<file path="src/interlocked_logic_call_stack_fill_map.vh">
/*
 * Constants for the interlocked-logic, call, stack-fill and compare sequencer:
 * opcodes, subcodes, operand modes, exception identifiers and reset values.
 * Assumes inclusion by bare name from files that need these numbers.
 */
`ifndef INTERLOCKED_LOGIC_CALL_STACK_FILL_MAP_VH
`define INTERLOCKED_LOGIC_CALL_STACK_FILL_MAP_VH
`define OP_LONG0 6'h00
`define OP_CALL_SHORT 6'h01
`define OP_AND_LOCKED 6'h02
`define OP_ESCAPE 6'h0B
`define OP_AND_ACC_SHORT 6'h0E
`define OP_AND_SHORT 6'h0F
`define OP_AND_LONG 6'h22
`define OP_AND_ACC_LONG 6'h32
`define OP_CMP_EQ_IMM 6'h10
`define OP_CMP_GT_STK 6'h11
`define OP_CMP_GT_IMM 6'h12
`define OP_CMP_EQ_STK 6'h13
`define OP_CMP_GT 6'h1D
`define OP_CMP_HI 6'h1E
`define OP_CMP_EQ 6'h1F
`define SUB_CALL_LONG 4'h1
`define SUB_FILL_SHORT 4'h1
`define SUB_FILL_LONG 4'h8
`define SUB_CLEAR_GUARD 4'hA
`define SUB_PREFIX 4'h0
`define REL_EQ 2'h0
`define REL_GT 2'h1
`define REL_HI 2'h2
`define MODE_REGISTER 4'h7
`define MODE_STACK_OFFSET 4'h0
`define MODE_STACK_INDIRECT 4'hD
`define MODE_ABSOLUTE 4'hC
`define MODE_IMMEDIATE 4'hF
`define PARCELS_SHORT 3'h1
`define FILL_STEP 32'h00000010
`define FILL_WORDS 2'h3
`define WORD_STEP 32'h00000004
`define EXC_READ_FAULT 4'h8
`define EXC_WALK_FAULT 4'hB
`define EXC_FETCH_FAULT 4'h9
`define EXC_UNIMPLEMENTED 4'h4
`define PC_RESET 32'h00000000
`define FILL_LIMIT_RESET 32'h00000000
`endif

</file>
<file path="src/and_compare_unit.v">
/*
 * Bitwise AND and three-way compare datapath for the sequencer.
 * Assumes operands are already resolved 32-bit words on the core clock.
 */
`timescale 1ns/1ps
`default_nettype none
`include "interlocked_logic_call_stack_fill_map.vh"
module and_compare_unit (
    input wire [31:0] src_a,
    input wire [31:0] dst_b,
    input wire [1:0] rel,
    output wire [31:0] and_res,
    output reg rel_true
);
    assign and_res = dst_b & src_a;
    // First operand comes from the source field
    always @* begin
        case (rel)
            `REL_EQ: rel_true = (src_a == dst_b);
            `REL_GT: rel_true = ($signed(src_a) > $signed(dst_b));
            `REL_HI: rel_true = (src_a > dst_b);
            default: rel_true = 1'b0;
        endcase
    end
endmodule
`default_nettype wire

</file>
<file path="src/interlocked_logic_call_stack_fill.v">
/*
 * Execute sequencer for interlocked AND, plain AND, call, stack-cache fill,
 * enter-guard clear, compare and the register-access prefix.
 * Assumes operands arrive resolved from the decode stage, a memory port on the
 * same clock that answers with MEM_ACK, and an MMU store check that is combinational.
 */
`timescale 1ns/1ps
`default_nettype none
`include "interlocked_logic_call_stack_fill_map.vh"
module interlocked_logic_call_stack_fill #(
    parameter [31:0] CACHE_CAPACITY = 32'h00000100
) (
    input wire CLK,
    input wire RST,
    input wire CE,
    input wire INSTR_VALID,
    output wire INSTR_READY,
    input wire [5:0] OPCODE,
    input wire [3:0] SUBCODE,
    input wire [2:0] PARCELS,
    input wire [3:0] SRC_MODE,
    input wire [3:0] DST_MODE,
    input wire [31:0] SRC_VAL,
    input wire [31:0] DST_VAL,
    input wire [31:0] DST_ADDR,
    input wire DST_IN_MEM,
    input wire ACC_IN_MEM,
    input wire [31:0] ACC_ADDR,
    input wire PIPE_EMPTY,
    input wire [31:0] CUR_SP,
    input wire [31:0] USER_SP,
    input wire CSP_IS_ISP,
    input wire FILL_LIMIT_LOAD,
    input wire [31:0] FILL_LIMIT_VAL,
    input wire VIRT_EN,
    input wire CHK_OK,
    input wire CHK_WALK_FAULT,
    input wire ENTER_DONE,
    input wire FETCH_FAULT,
    output wire MEM_REQ,
    output reg MEM_WR,
    output reg [31:0] MEM_ADDR,
    output reg [31:0] MEM_WDATA,
    output reg MEM_LOCK,
    input wire [31:0] MEM_RDATA,
    input wire MEM_ACK,
    input wire MEM_FAULT,
    output reg CACHE_WE,
    output reg [31:0] CACHE_ADDR,
    output reg [31:0] CACHE_DATA,
    output wire [31:0] FILL_LIMIT,
    output reg WB_VALID,
    output reg WB_TO_ACC,
    output reg [31:0] WB_DATA,
    output reg STATUS_FLAG,
    output reg ENTER_GUARD,
    output reg [31:0] PC,
    output reg PREFIX_ACTIVE,
    output reg REG_ACCESS,
    output reg [3:0] REG_SEL,
    output reg EXC_VALID,
    output reg [3:0] EXC_ID,
    output reg [31:0] EXC_PC
);
    localparam [3:0] S_IDLE = 4'h0;
    localparam [3:0] S_DRAIN = 4'h1;
    localparam [3:0] S_LOCK_RD = 4'h2;
    localparam [3:0] S_LOCK_WR = 4'h3;
    localparam [3:0] S_ACC_ST = 4'h4;
    localparam [3:0] S_ACC_WB = 4'h5;
    localparam [3:0] S_CALL_IND = 4'h6;
    localparam [3:0] S_CALL_PUSH = 4'h7;
    localparam [3:0] S_FILL_TGT = 4'h8;
    localparam [3:0] S_FILL_DEC = 4'h9;
    localparam [3:0] S_FILL_RD = 4'hA;
    localparam [3:0] S_FILL_CHK = 4'hB;

    reg [3:0] state_r;
    reg [2:0] parcels_r;
    reg [31:0] src_r, dst_r, daddr_r, aaddr_r, tgt_r, msp_r;
    reg dmem_r, amem_r, call_ind_r;
    reg [1:0] cnt_r;
    reg [31:0] pfx_pc_r;

    // Parcels are two bytes; prefix adds its own parcel to the follower
    function [31:0] next_pc;
        input [31:0] pc;
        input [2:0] parcels;
        input pfx;
        reg [3:0] adv;
        begin
            adv = {1'b0, parcels} + {3'h0, pfx};
            next_pc = pc + {27'h0, adv, 1'b0};
        end
    endfunction

    function fill_go;
        input [31:0] fill_limit_pointer;
        input [31:0] tgt;
        input [31:0] usp;
        begin
            fill_go = (fill_limit_pointer < tgt) && ((fill_limit_pointer - usp) < CACHE_CAPACITY);
        end
    endfunction

    function [2:0] cmp_decode;
        input [5:0] op;
        begin
            case (op)
                `OP_CMP_EQ_IMM, `OP_CMP_EQ_STK, `OP_CMP_EQ: cmp_decode = {1'b1, `REL_EQ};
                `OP_CMP_GT_STK, `OP_CMP_GT_IMM, `OP_CMP_GT: cmp_decode = {1'b1, `REL_GT};
                `OP_CMP_HI: cmp_decode = {1'b1, `REL_HI};
                default: cmp_decode = 3'h0;
            endcase
        end
    endfunction

    wire take = INSTR_VALID && INSTR_READY;
    wire short_form = (PARCELS == `PARCELS_SHORT);
    wire is_and_interlocked = (OPCODE == `OP_AND_LOCKED) && !short_form;
    wire is_fill_s = (OPCODE == `OP_AND_LOCKED) && short_form && (SUBCODE == `SUB_FILL_SHORT);
    wire is_fill_l = (OPCODE == `OP_LONG0) && (SUBCODE == `SUB_FILL_LONG);
    wire is_call_l = (OPCODE == `OP_LONG0) && (SUBCODE == `SUB_CALL_LONG);
    wire is_call_s = (OPCODE == `OP_CALL_SHORT);
    wire is_prefix = (OPCODE == `OP_ESCAPE) && (SUBCODE == `SUB_PREFIX);
    wire is_clear = (OPCODE == `OP_ESCAPE) && (SUBCODE == `SUB_CLEAR_GUARD);
    wire is_and_d = (OPCODE == `OP_AND_SHORT) || (OPCODE == `OP_AND_LONG);
    wire is_and_a = (OPCODE == `OP_AND_ACC_SHORT) || (OPCODE == `OP_AND_ACC_LONG);
    wire [2:0] cmp = cmp_decode(OPCODE);
    wire reg_src = PREFIX_ACTIVE && (SRC_MODE == `MODE_REGISTER);
    wire reg_dst = PREFIX_ACTIVE && (DST_MODE == `MODE_REGISTER);
    wire [3:0] reg_num = reg_src ? SRC_VAL[3:0] : DST_ADDR[3:0];
    wire [31:0] pc_exc = PREFIX_ACTIVE ? pfx_pc_r : PC;
    wire [31:0] fill_off = is_fill_s ? {20'h0, SRC_VAL[7:0], 4'h0} : SRC_VAL;
    wire [31:0] fill_raw = USER_SP + fill_off;
    wire [31:0] fill_ind = (SRC_MODE == `MODE_ABSOLUTE) ? SRC_VAL : fill_raw;
    wire fill_read = !is_fill_s &&
        ((SRC_MODE == `MODE_ABSOLUTE) || (SRC_MODE == `MODE_STACK_INDIRECT));

    wire idle_a = (state_r == S_IDLE);
    wire [31:0] alu_a = idle_a ? SRC_VAL : src_r;
    wire [31:0] alu_b = idle_a ? DST_VAL : ((state_r == S_LOCK_RD) ? MEM_RDATA : dst_r);
    wire [31:0] and_res;
    wire rel_true;

    and_compare_unit alu (
        .src_a(alu_a),
        .dst_b(alu_b),
        .rel(cmp[1:0]),
        .and_res(and_res),
        .rel_true(rel_true)
    );

    // Nothing new is admitted while a sequence is running
    assign INSTR_READY = CE && idle_a;
    assign MEM_REQ = (state_r == S_LOCK_RD) || (state_r == S_LOCK_WR) ||
        (state_r == S_ACC_ST) || (state_r == S_CALL_IND) || (state_r == S_CALL_PUSH) ||
        (state_r == S_FILL_TGT) || (state_r == S_FILL_RD);
    assign FILL_LIMIT = msp_r;

    // Rounding helper: fill granule is one 16-byte group
    wire [31:0] tgt_round = (MEM_RDATA + 32'h0000000F) & 32'hFFFFFFF0;
    wire [31:0] tgt_now = ((is_fill_s || SRC_MODE == `MODE_STACK_OFFSET) ? fill_raw : SRC_VAL);
    wire [31:0] tgt_now_r = (tgt_now + 32'h0000000F) & 32'hFFFFFFF0;

    always @(posedge CLK or posedge RST) begin
        if (RST) begin
            state_r <= S_IDLE;
            parcels_r <= 3'h0;
            src_r <= 32'h0;
            dst_r <= 32'h0;
            daddr_r <= 32'h0;
            aaddr_r <= 32'h0;
            tgt_r <= 32'h0;
            msp_r <= `FILL_LIMIT_RESET;
            call_ind_r <= 1'b0;
            dmem_r <= 1'b0;
            amem_r <= 1'b0;
            cnt_r <= 2'h0;
            pfx_pc_r <= 32'h0;
            MEM_WR <= 1'b0;
            MEM_ADDR <= 32'h0;
            MEM_WDATA <= 32'h0;
            MEM_LOCK <= 1'b0;
            CACHE_WE <= 1'b0;
            CACHE_ADDR <= 32'h0;
            CACHE_DATA <= 32'h0;
            WB_VALID <= 1'b0;
            WB_TO_ACC <= 1'b0;
            WB_DATA <= 32'h0;
            STATUS_FLAG <= 1'b0;
            ENTER_GUARD <= 1'b0;
            PC <= `PC_RESET;
            PREFIX_ACTIVE <= 1'b0;
            REG_ACCESS <= 1'b0;
            REG_SEL <= 4'h0;
            EXC_VALID <= 1'b0;
            EXC_ID <= 4'h0;
            EXC_PC <= 32'h0;
        end else if (CE) begin
            WB_VALID <= 1'b0;
            CACHE_WE <= 1'b0;
            REG_ACCESS <= 1'b0;
            EXC_VALID <= 1'b0;
            // Enter completion outranks a same-cycle clear
            if (ENTER_DONE)
                ENTER_GUARD <= 1'b1;
            else if (take && is_clear)
                ENTER_GUARD <= 1'b0;
            if (FILL_LIMIT_LOAD && idle_a)
                msp_r <= FILL_LIMIT_VAL;
            case (state_r)
                S_IDLE: begin
                    if (FETCH_FAULT) begin
                        // PC already holds the next instruction address here
                        EXC_VALID <= 1'b1;
                        EXC_ID <= `EXC_FETCH_FAULT;
                        EXC_PC <= PC;
                    end else if (take) begin
                        parcels_r <= PARCELS;
                        src_r <= SRC_VAL;
                        dst_r <= DST_VAL;
                        daddr_r <= DST_ADDR;
                        dmem_r <= DST_IN_MEM;
                        amem_r <= ACC_IN_MEM;
                        aaddr_r <= ACC_ADDR;
                        if (is_prefix) begin
                            // Follower completes the pair; PC stays on the prefix
                            PREFIX_ACTIVE <= 1'b1;
                            pfx_pc_r <= PC;
                        end else if ((reg_src || reg_dst) && reg_num == 4'h0) begin
                            EXC_VALID <= 1'b1;
                            EXC_ID <= `EXC_UNIMPLEMENTED;
                            EXC_PC <= pc_exc;
                            PREFIX_ACTIVE <= 1'b0;
                        end else begin
                            if (reg_src || reg_dst) begin
                                // Only mode 7 is remapped; word modes pass as usual
                                REG_ACCESS <= 1'b1;
                                REG_SEL <= reg_num;
                            end
                            if (is_and_interlocked) begin
                                state_r <= S_DRAIN;
                            end else if (is_call_s || is_call_l) begin
                                // Push first so a pointer fault keeps the return PC
                                call_ind_r <= is_call_l && SRC_MODE == `MODE_STACK_INDIRECT;
                                tgt_r <= is_call_s ? PC + SRC_VAL : SRC_VAL;
                                MEM_WR <= 1'b1;
                                MEM_ADDR <= CUR_SP;
                                MEM_WDATA <= next_pc(PC, PARCELS, PREFIX_ACTIVE);
                                state_r <= S_CALL_PUSH;
                            end else if ((is_fill_s || is_fill_l) && !CSP_IS_ISP) begin
                                MEM_WR <= 1'b0;
                                MEM_ADDR <= fill_ind;
                                tgt_r <= tgt_now_r;
                                state_r <= fill_read ? S_FILL_TGT : S_FILL_DEC;
                            end else begin
                                // Interrupt stack fill is a no-op
                                PC <= next_pc(PC, PARCELS, PREFIX_ACTIVE);
                                PREFIX_ACTIVE <= 1'b0;
                                if (is_and_d || is_and_a) begin
                                    WB_VALID <= 1'b1;
                                    WB_TO_ACC <= is_and_a;
                                    WB_DATA <= and_res;
                                end
                                if (cmp[2])
                                    STATUS_FLAG <= rel_true;
                            end
                        end
                    end
                end
                S_DRAIN: begin
                    if (PIPE_EMPTY) begin
                        if (dmem_r) begin
                            MEM_WR <= 1'b0;
                            MEM_ADDR <= daddr_r;
                            MEM_LOCK <= 1'b1;
                            state_r <= S_LOCK_RD;
                        end else begin
                            WB_VALID <= 1'b1;
                            WB_TO_ACC <= 1'b0;
                            WB_DATA <= and_res;
                            state_r <= S_ACC_WB;
                        end
                    end
                end
                S_LOCK_RD: begin
                    if (MEM_ACK && MEM_FAULT) begin
                        MEM_LOCK <= 1'b0;
                        EXC_VALID <= 1'b1;
                        EXC_ID <= `EXC_READ_FAULT;
                        EXC_PC <= pc_exc;
                        PREFIX_ACTIVE <= 1'b0;
                        state_r <= S_IDLE;
                    end else if (MEM_ACK) begin
                        dst_r <= MEM_RDATA;
                        MEM_WR <= 1'b1;
                        MEM_WDATA <= and_res;
                        state_r <= S_LOCK_WR;
                    end
                end
                S_LOCK_WR: begin
                    if (MEM_ACK) begin
                        MEM_LOCK <= 1'b0;
                        state_r <= S_ACC_WB;
                    end
                end
                S_ACC_WB: begin
                    // Old value lands last, so an accumulator destination is unchanged
                    if (amem_r) begin
                        MEM_WR <= 1'b1;
                        MEM_ADDR <= aaddr_r;
                        MEM_WDATA <= dst_r;
                        state_r <= S_ACC_ST;
                    end else begin
                        WB_VALID <= 1'b1;
                        WB_TO_ACC <= 1'b1;
                        WB_DATA <= dst_r;
                        PC <= next_pc(PC, parcels_r, PREFIX_ACTIVE);
                        PREFIX_ACTIVE <= 1'b0;
                        state_r <= S_IDLE;
                    end
                end
                S_ACC_ST: begin
                    // Not restartable past here: a fault answer is ignored
                    if (MEM_ACK) begin
                        PC <= next_pc(PC, parcels_r, PREFIX_ACTIVE);
                        PREFIX_ACTIVE <= 1'b0;
                        state_r <= S_IDLE;
                    end
                end
                S_CALL_IND: begin
                    if (MEM_ACK && MEM_FAULT) begin
                        EXC_VALID <= 1'b1;
                        EXC_ID <= `EXC_READ_FAULT;
                        EXC_PC <= pc_exc;
                        PREFIX_ACTIVE <= 1'b0;
                        state_r <= S_IDLE;
                    end else if (MEM_ACK) begin
                        PC <= MEM_RDATA;
                        PREFIX_ACTIVE <= 1'b0;
                        state_r <= S_IDLE;
                    end
                end
                S_CALL_PUSH: begin
                    if (MEM_ACK && call_ind_r) begin
                        MEM_WR <= 1'b0;
                        MEM_ADDR <= tgt_r;
                        state_r <= S_CALL_IND;
                    end else if (MEM_ACK) begin
                        PC <= tgt_r;
                        PREFIX_ACTIVE <= 1'b0;
                        state_r <= S_IDLE;
                    end
                end
                S_FILL_TGT: begin
                    if (MEM_ACK && MEM_FAULT) begin
                        EXC_VALID <= 1'b1;
                        EXC_ID <= `EXC_READ_FAULT;
                        EXC_PC <= pc_exc;
                        PREFIX_ACTIVE <= 1'b0;
                        state_r <= S_IDLE;
                    end else if (MEM_ACK) begin
                        tgt_r <= tgt_round;
                        state_r <= S_FILL_DEC;
                    end
                end
                S_FILL_DEC: begin
                    // Limit below stack pointer is left to software
                    if (fill_go(msp_r, tgt_r, USER_SP)) begin
                        MEM_WR <= 1'b0;
                        MEM_ADDR <= msp_r;
                        cnt_r <= 2'h0;
                        state_r <= S_FILL_RD;
                    end else begin
                        PC <= next_pc(PC, parcels_r, PREFIX_ACTIVE);
                        PREFIX_ACTIVE <= 1'b0;
                        state_r <= S_IDLE;
                    end
                end
                S_FILL_RD: begin
                    if (MEM_ACK && MEM_FAULT) begin
                        EXC_VALID <= 1'b1;
                        EXC_ID <= `EXC_READ_FAULT;
                        EXC_PC <= pc_exc;
                        PREFIX_ACTIVE <= 1'b0;
                        state_r <= S_IDLE;
                    end else if (MEM_ACK) begin
                        CACHE_WE <= 1'b1;
                        CACHE_ADDR <= MEM_ADDR;
                        CACHE_DATA <= MEM_RDATA;
                        MEM_ADDR <= MEM_ADDR + `WORD_STEP;
                        cnt_r <= cnt_r + 2'h1;
                        if (cnt_r == `FILL_WORDS) begin
                            msp_r <= msp_r + `FILL_STEP;
                            state_r <= VIRT_EN ? S_FILL_CHK : S_FILL_DEC;
                        end
                    end
                end
                S_FILL_CHK: begin
                    if (CHK_OK) begin
                        state_r <= S_FILL_DEC;
                    end else begin
                        EXC_VALID <= 1'b1;
                        EXC_ID <= CHK_WALK_FAULT ? `EXC_WALK_FAULT : `EXC_READ_FAULT;
                        EXC_PC <= pc_exc;
                        PREFIX_ACTIVE <= 1'b0;
                        state_r <= S_IDLE;
                    end
                end
                default: begin
                    state_r <= S_IDLE;
                end
            endcase
        end
    end
endmodule
`default_nettype wire

</file>
<file path="config.mk">
export PLATFORM = sky130hd
export DESIGN_NAME = interlocked_logic_call_stack_fill
export DESIGN_NICKNAME = d
export VERILOG_FILES = /design/src/and_compare_unit.v /design/src/interlocked_logic_call_stack_fill.v
export VERILOG_INCLUDE_DIRS = /design/src
export SDC_FILE = /design/constraint.sdc
export NUM_CORES = 2
export LEC_CHECK = 0
export ABC_AREA = 1
export BUFFER_PORTS_ARGS = -buffer_cell sky130_fd_sc_hd__buf_2
export CAP_MARGIN = 30
export CORE_MARGIN = 3
export CORE_UTILIZATION = 56
export CTS_CLUSTER_DIAMETER = 100
export CTS_CLUSTER_SIZE = 40
export DETAILED_ROUTE_END_ITERATION = 10
export PLACE_DENSITY_LB_ADDON = 0.1
export SLEW_MARGIN = 20
export SYNTH_ARGS = -nofsm -noshare
export SYNTH_HDL_FRONTEND = slang
export SYNTH_SLANG_ARGS = --single-unit
</file>
<file path="constraint.sdc">
create_clock -name CLK -period 18.3 [get_ports CLK]
set_input_delay 1.83 -clock CLK [delete_from_list [all_inputs] [get_ports CLK]]
set_output_delay 1.83 -clock CLK [all_outputs]
set_load 0.005 [all_outputs]
</file>
==> results.ini <==
[pwr]
power.density_nw_per_um2=138
ir_worst_vdd_v=0.000101
total_leakage_power_nw=22.1

[sta]
setup_viol=0
whs_ns=0.487
timing.setup.tns_ns=0
maxSlewViolCount=0
relSlewSlack=0.331
tightest_slew_ns=0.993
rsz0062_at_grt=no
fmax_ghz=0.173
fin_crit_sh=0.315
finClkSkew_ns=0.0688
hold_violations=0
fin_crit_ns=5.76

[route]
via_per_inst=6.25
dr.pass1.iters=7
wl_per_cell_um=25.3
vias=43700
initialDrtViolationCount=6714
wl_mm=177
post-route-drc-count=0
antenna_left=0

[logic_synthesis]
synth.distinct_cells=71
synth_area_um2=37700
synth_seq_area_share=0.317
ys_top_cells_by_count=nand2_1 (1,695), inv_1 (696), o21ai_0 (480), nor2_1 (479), dfrtp_1 (478)
synth_top_cell_area_share=0.317
avgSynthCellArea_um2=6.65
synth_most_common_cell=nand2_1
synth_warnings=0
synth_nets=6164
synth_area_leaders=dfrtp_1 (32%), nand2_1 (17%), inv_1 (6.9%), ha_1 (6.7%), o21ai_0 (6.4%)
async_flop_share=1.00
syn-instance-count=5665
ys.flop_type=dfrtp_1
yosys.area.top_type=dfrtp_1
ys_ff_latch=478
synth_edf_count=0

[clock_network]
cts_resized=0
numCtsBuffers=24
cts_tree=done
clockRootBuffer=clkbuf_16
cts_num_sinks=478
worstSkewPairLatency_ns=0.66
holdBufCountCts=0
cts_setup_buffers=0
cts_buffer_depth=3
clk_pin_slew_worst_paths_ns=0.12
h-tree-depth=1

[floorplan]
die_w_um=265
initial_core_util=0.569
die-area_um2=70400
coreArea_um2=66200
rows=94
io_pins=569
die_h_um=265

[final_layout]
drive_gt1_frac=0.133
fin_nets=6593
fillers=6195
synthToLayoutAreaGrowth_pct=12.2
multi_input_area_um2=22000
register_area_um2=12000

[global_route]
grt.overflow.total=0
grt_start_max_net_pins=116
antenna_found_initial=17
grt_pass1_vias=39600
track_usage=0.482
grt_pass1_wl_mm=254

[setup_path]
critPathSlowestCell=inv_1
cp-start-kind=input pin
cp_max_fo=23
slowest_delay_ns=0.71
endpoint_kind=register
cpMostUsedCell=nand2_1
worst_ep_arrival_time_ns=6.29
required_ns=18.83
worstSetupPathType=input pin to register

[placement]
numPortBuffers=568
gp_congestion=1.10
hpwlAfterDp_mm=140

[hold_path]
hp-class=register to register

[outcome]
outcome=complete, no violations

[run]
cap_violations=0

-- metrics by stage --
stage | worst slack [ns] | utilization | cells | cell area (µm²) | power, mW
4_1_cts | 12.71 | 0.636 | 6968 | 42100 | 5.65
2_1_floorplan | 3.13 | - | 5665 | 37700 | 3.69
6_report | 12.54 | 0.639 | 6991 | 42300 | 5.83
3_3_place_gp | 12.14 | 0.619 | 6919 | 41000 | 4.84
5_1_grt | 12.13 | 0.638 | 6983 | 42300 | 6.15
3_5_place_dp | 12.10 | 0.622 | 6926 | 41200 | 4.94
-- cells by family after synthesis --
kind of cell / after synthesis / share of synthesized area
AO/OA/AOI/OAI: 1204 / 0.186
AND/OR/NAND/NOR: 2726 / 0.305
adder cells (fa/ha/maj): 206 / 0.0692
multiplexers: 9 / 0.00269
XOR/XNOR: 85 / 0.0198
buffers and inverters: 957 / 0.100
flip-flops: 478 / 0.317
-- final timing paths --
check	startpoint	endpoint	slack, ns	cells after the start
max	PARCELS[1]	tgt_r[31]$_DFFE_PP0P_	12.54	25
min in group asynchronous	RST	pfx_pc_r[16]$_DFFE_PP0P_	1.29	2
max reg2reg	state_r[1]$_DFFE_PP0P_	STATUS_FLAG$_DFFE_PP0P_	12.76	25
min	EXC_PC[21]$_DFFE_PP0P_	EXC_PC[21]$_DFFE_PP0P_	0.49	2
max in group asynchronous	RST	MEM_ADDR[23]$_DFFE_PP0P_	14.19	8
min reg2reg	EXC_PC[21]$_DFFE_PP0P_	EXC_PC[21]$_DFFE_PP0P_	0.49	2
-- placed cells by master (no fill, tap or decap), types with 27 or more instances in the layout --
cell type	synthesis	final
buf_4	15	45
o21ai_1	46	45
o2111ai_1	39	39
inv_1	696	695
nand3_1	264	263
a21oi_1	334	334
nand2_1	1695	1694
dfrtp_1	478	478
nand4_1	73	73
ha_1	202	202
o211ai_1	88	88
nor2_1	479	473
nor4_1	28	28
nor3_1	61	61
inv_2	28	27
a41oi_1	32	32
buf_2	39	568
a31oi_1	42	42
xor2_1	69	69
o21ai_0	480	480
nand3b_1	34	34
-- per-layer routing --
| metal | GRT usage | wire (µm) | vias to the layer above |
|---|---|---|---|
| met5 | 0 | 0 | - |
| li1 | - | - | 19500 |
| met4 | 0.365 | 16800 | 0 |
| met3 | 0.112 | 22900 | 747 |
| met1 | 0.616 | 63500 | 20100 |
| met2 | 0.712 | 73500 | 3384 |
-- critical path: cells and delay by family --
kind            cells  cell delay, ns
buf+inv             3            0.91
fa+ha+maj           1            0.44
simple gates       20            2.92
compound gates      1            0.16
-- where the power goes --
part / leakage (nW) / switching [mW] / internal, mW
Clock: 0.427 / 0.436 / 0.285
Combinational: 15.6 / 2.16 / 1.07
Sequential: 6.04 / 0.474 / 1.41
-- sequential cells by signal, summed over array words and instances, names as in the netlist, 32 cells and up --
register / flops
WB_DATA: 32
EXC_PC: 32
tgt_r: 32
CACHE_ADDR: 32
pfx_pc_r: 32
src_r: 32
CACHE_DATA: 32
aaddr_r: 32
daddr_r: 32
MEM_WDATA: 32
PC: 32
MEM_ADDR: 32
FILL_LIMIT: 32
dst_r: 32
-- layout make-up --
type / instances / area share
Tap cell: 864 / 0.0256
Antenna cell: 17 / 0.00101
Inverter: 734 / 0.0656
Timing Repair Buffer: 626 / 0.0827
Sequential cell: 478 / 0.283
Clock buffer: 24 / 0.0142
Multi-Input combinational cell: 4230 / 0.520
Clock inverter: 18 / 0.00778
(Power assumes the default switching activity.)
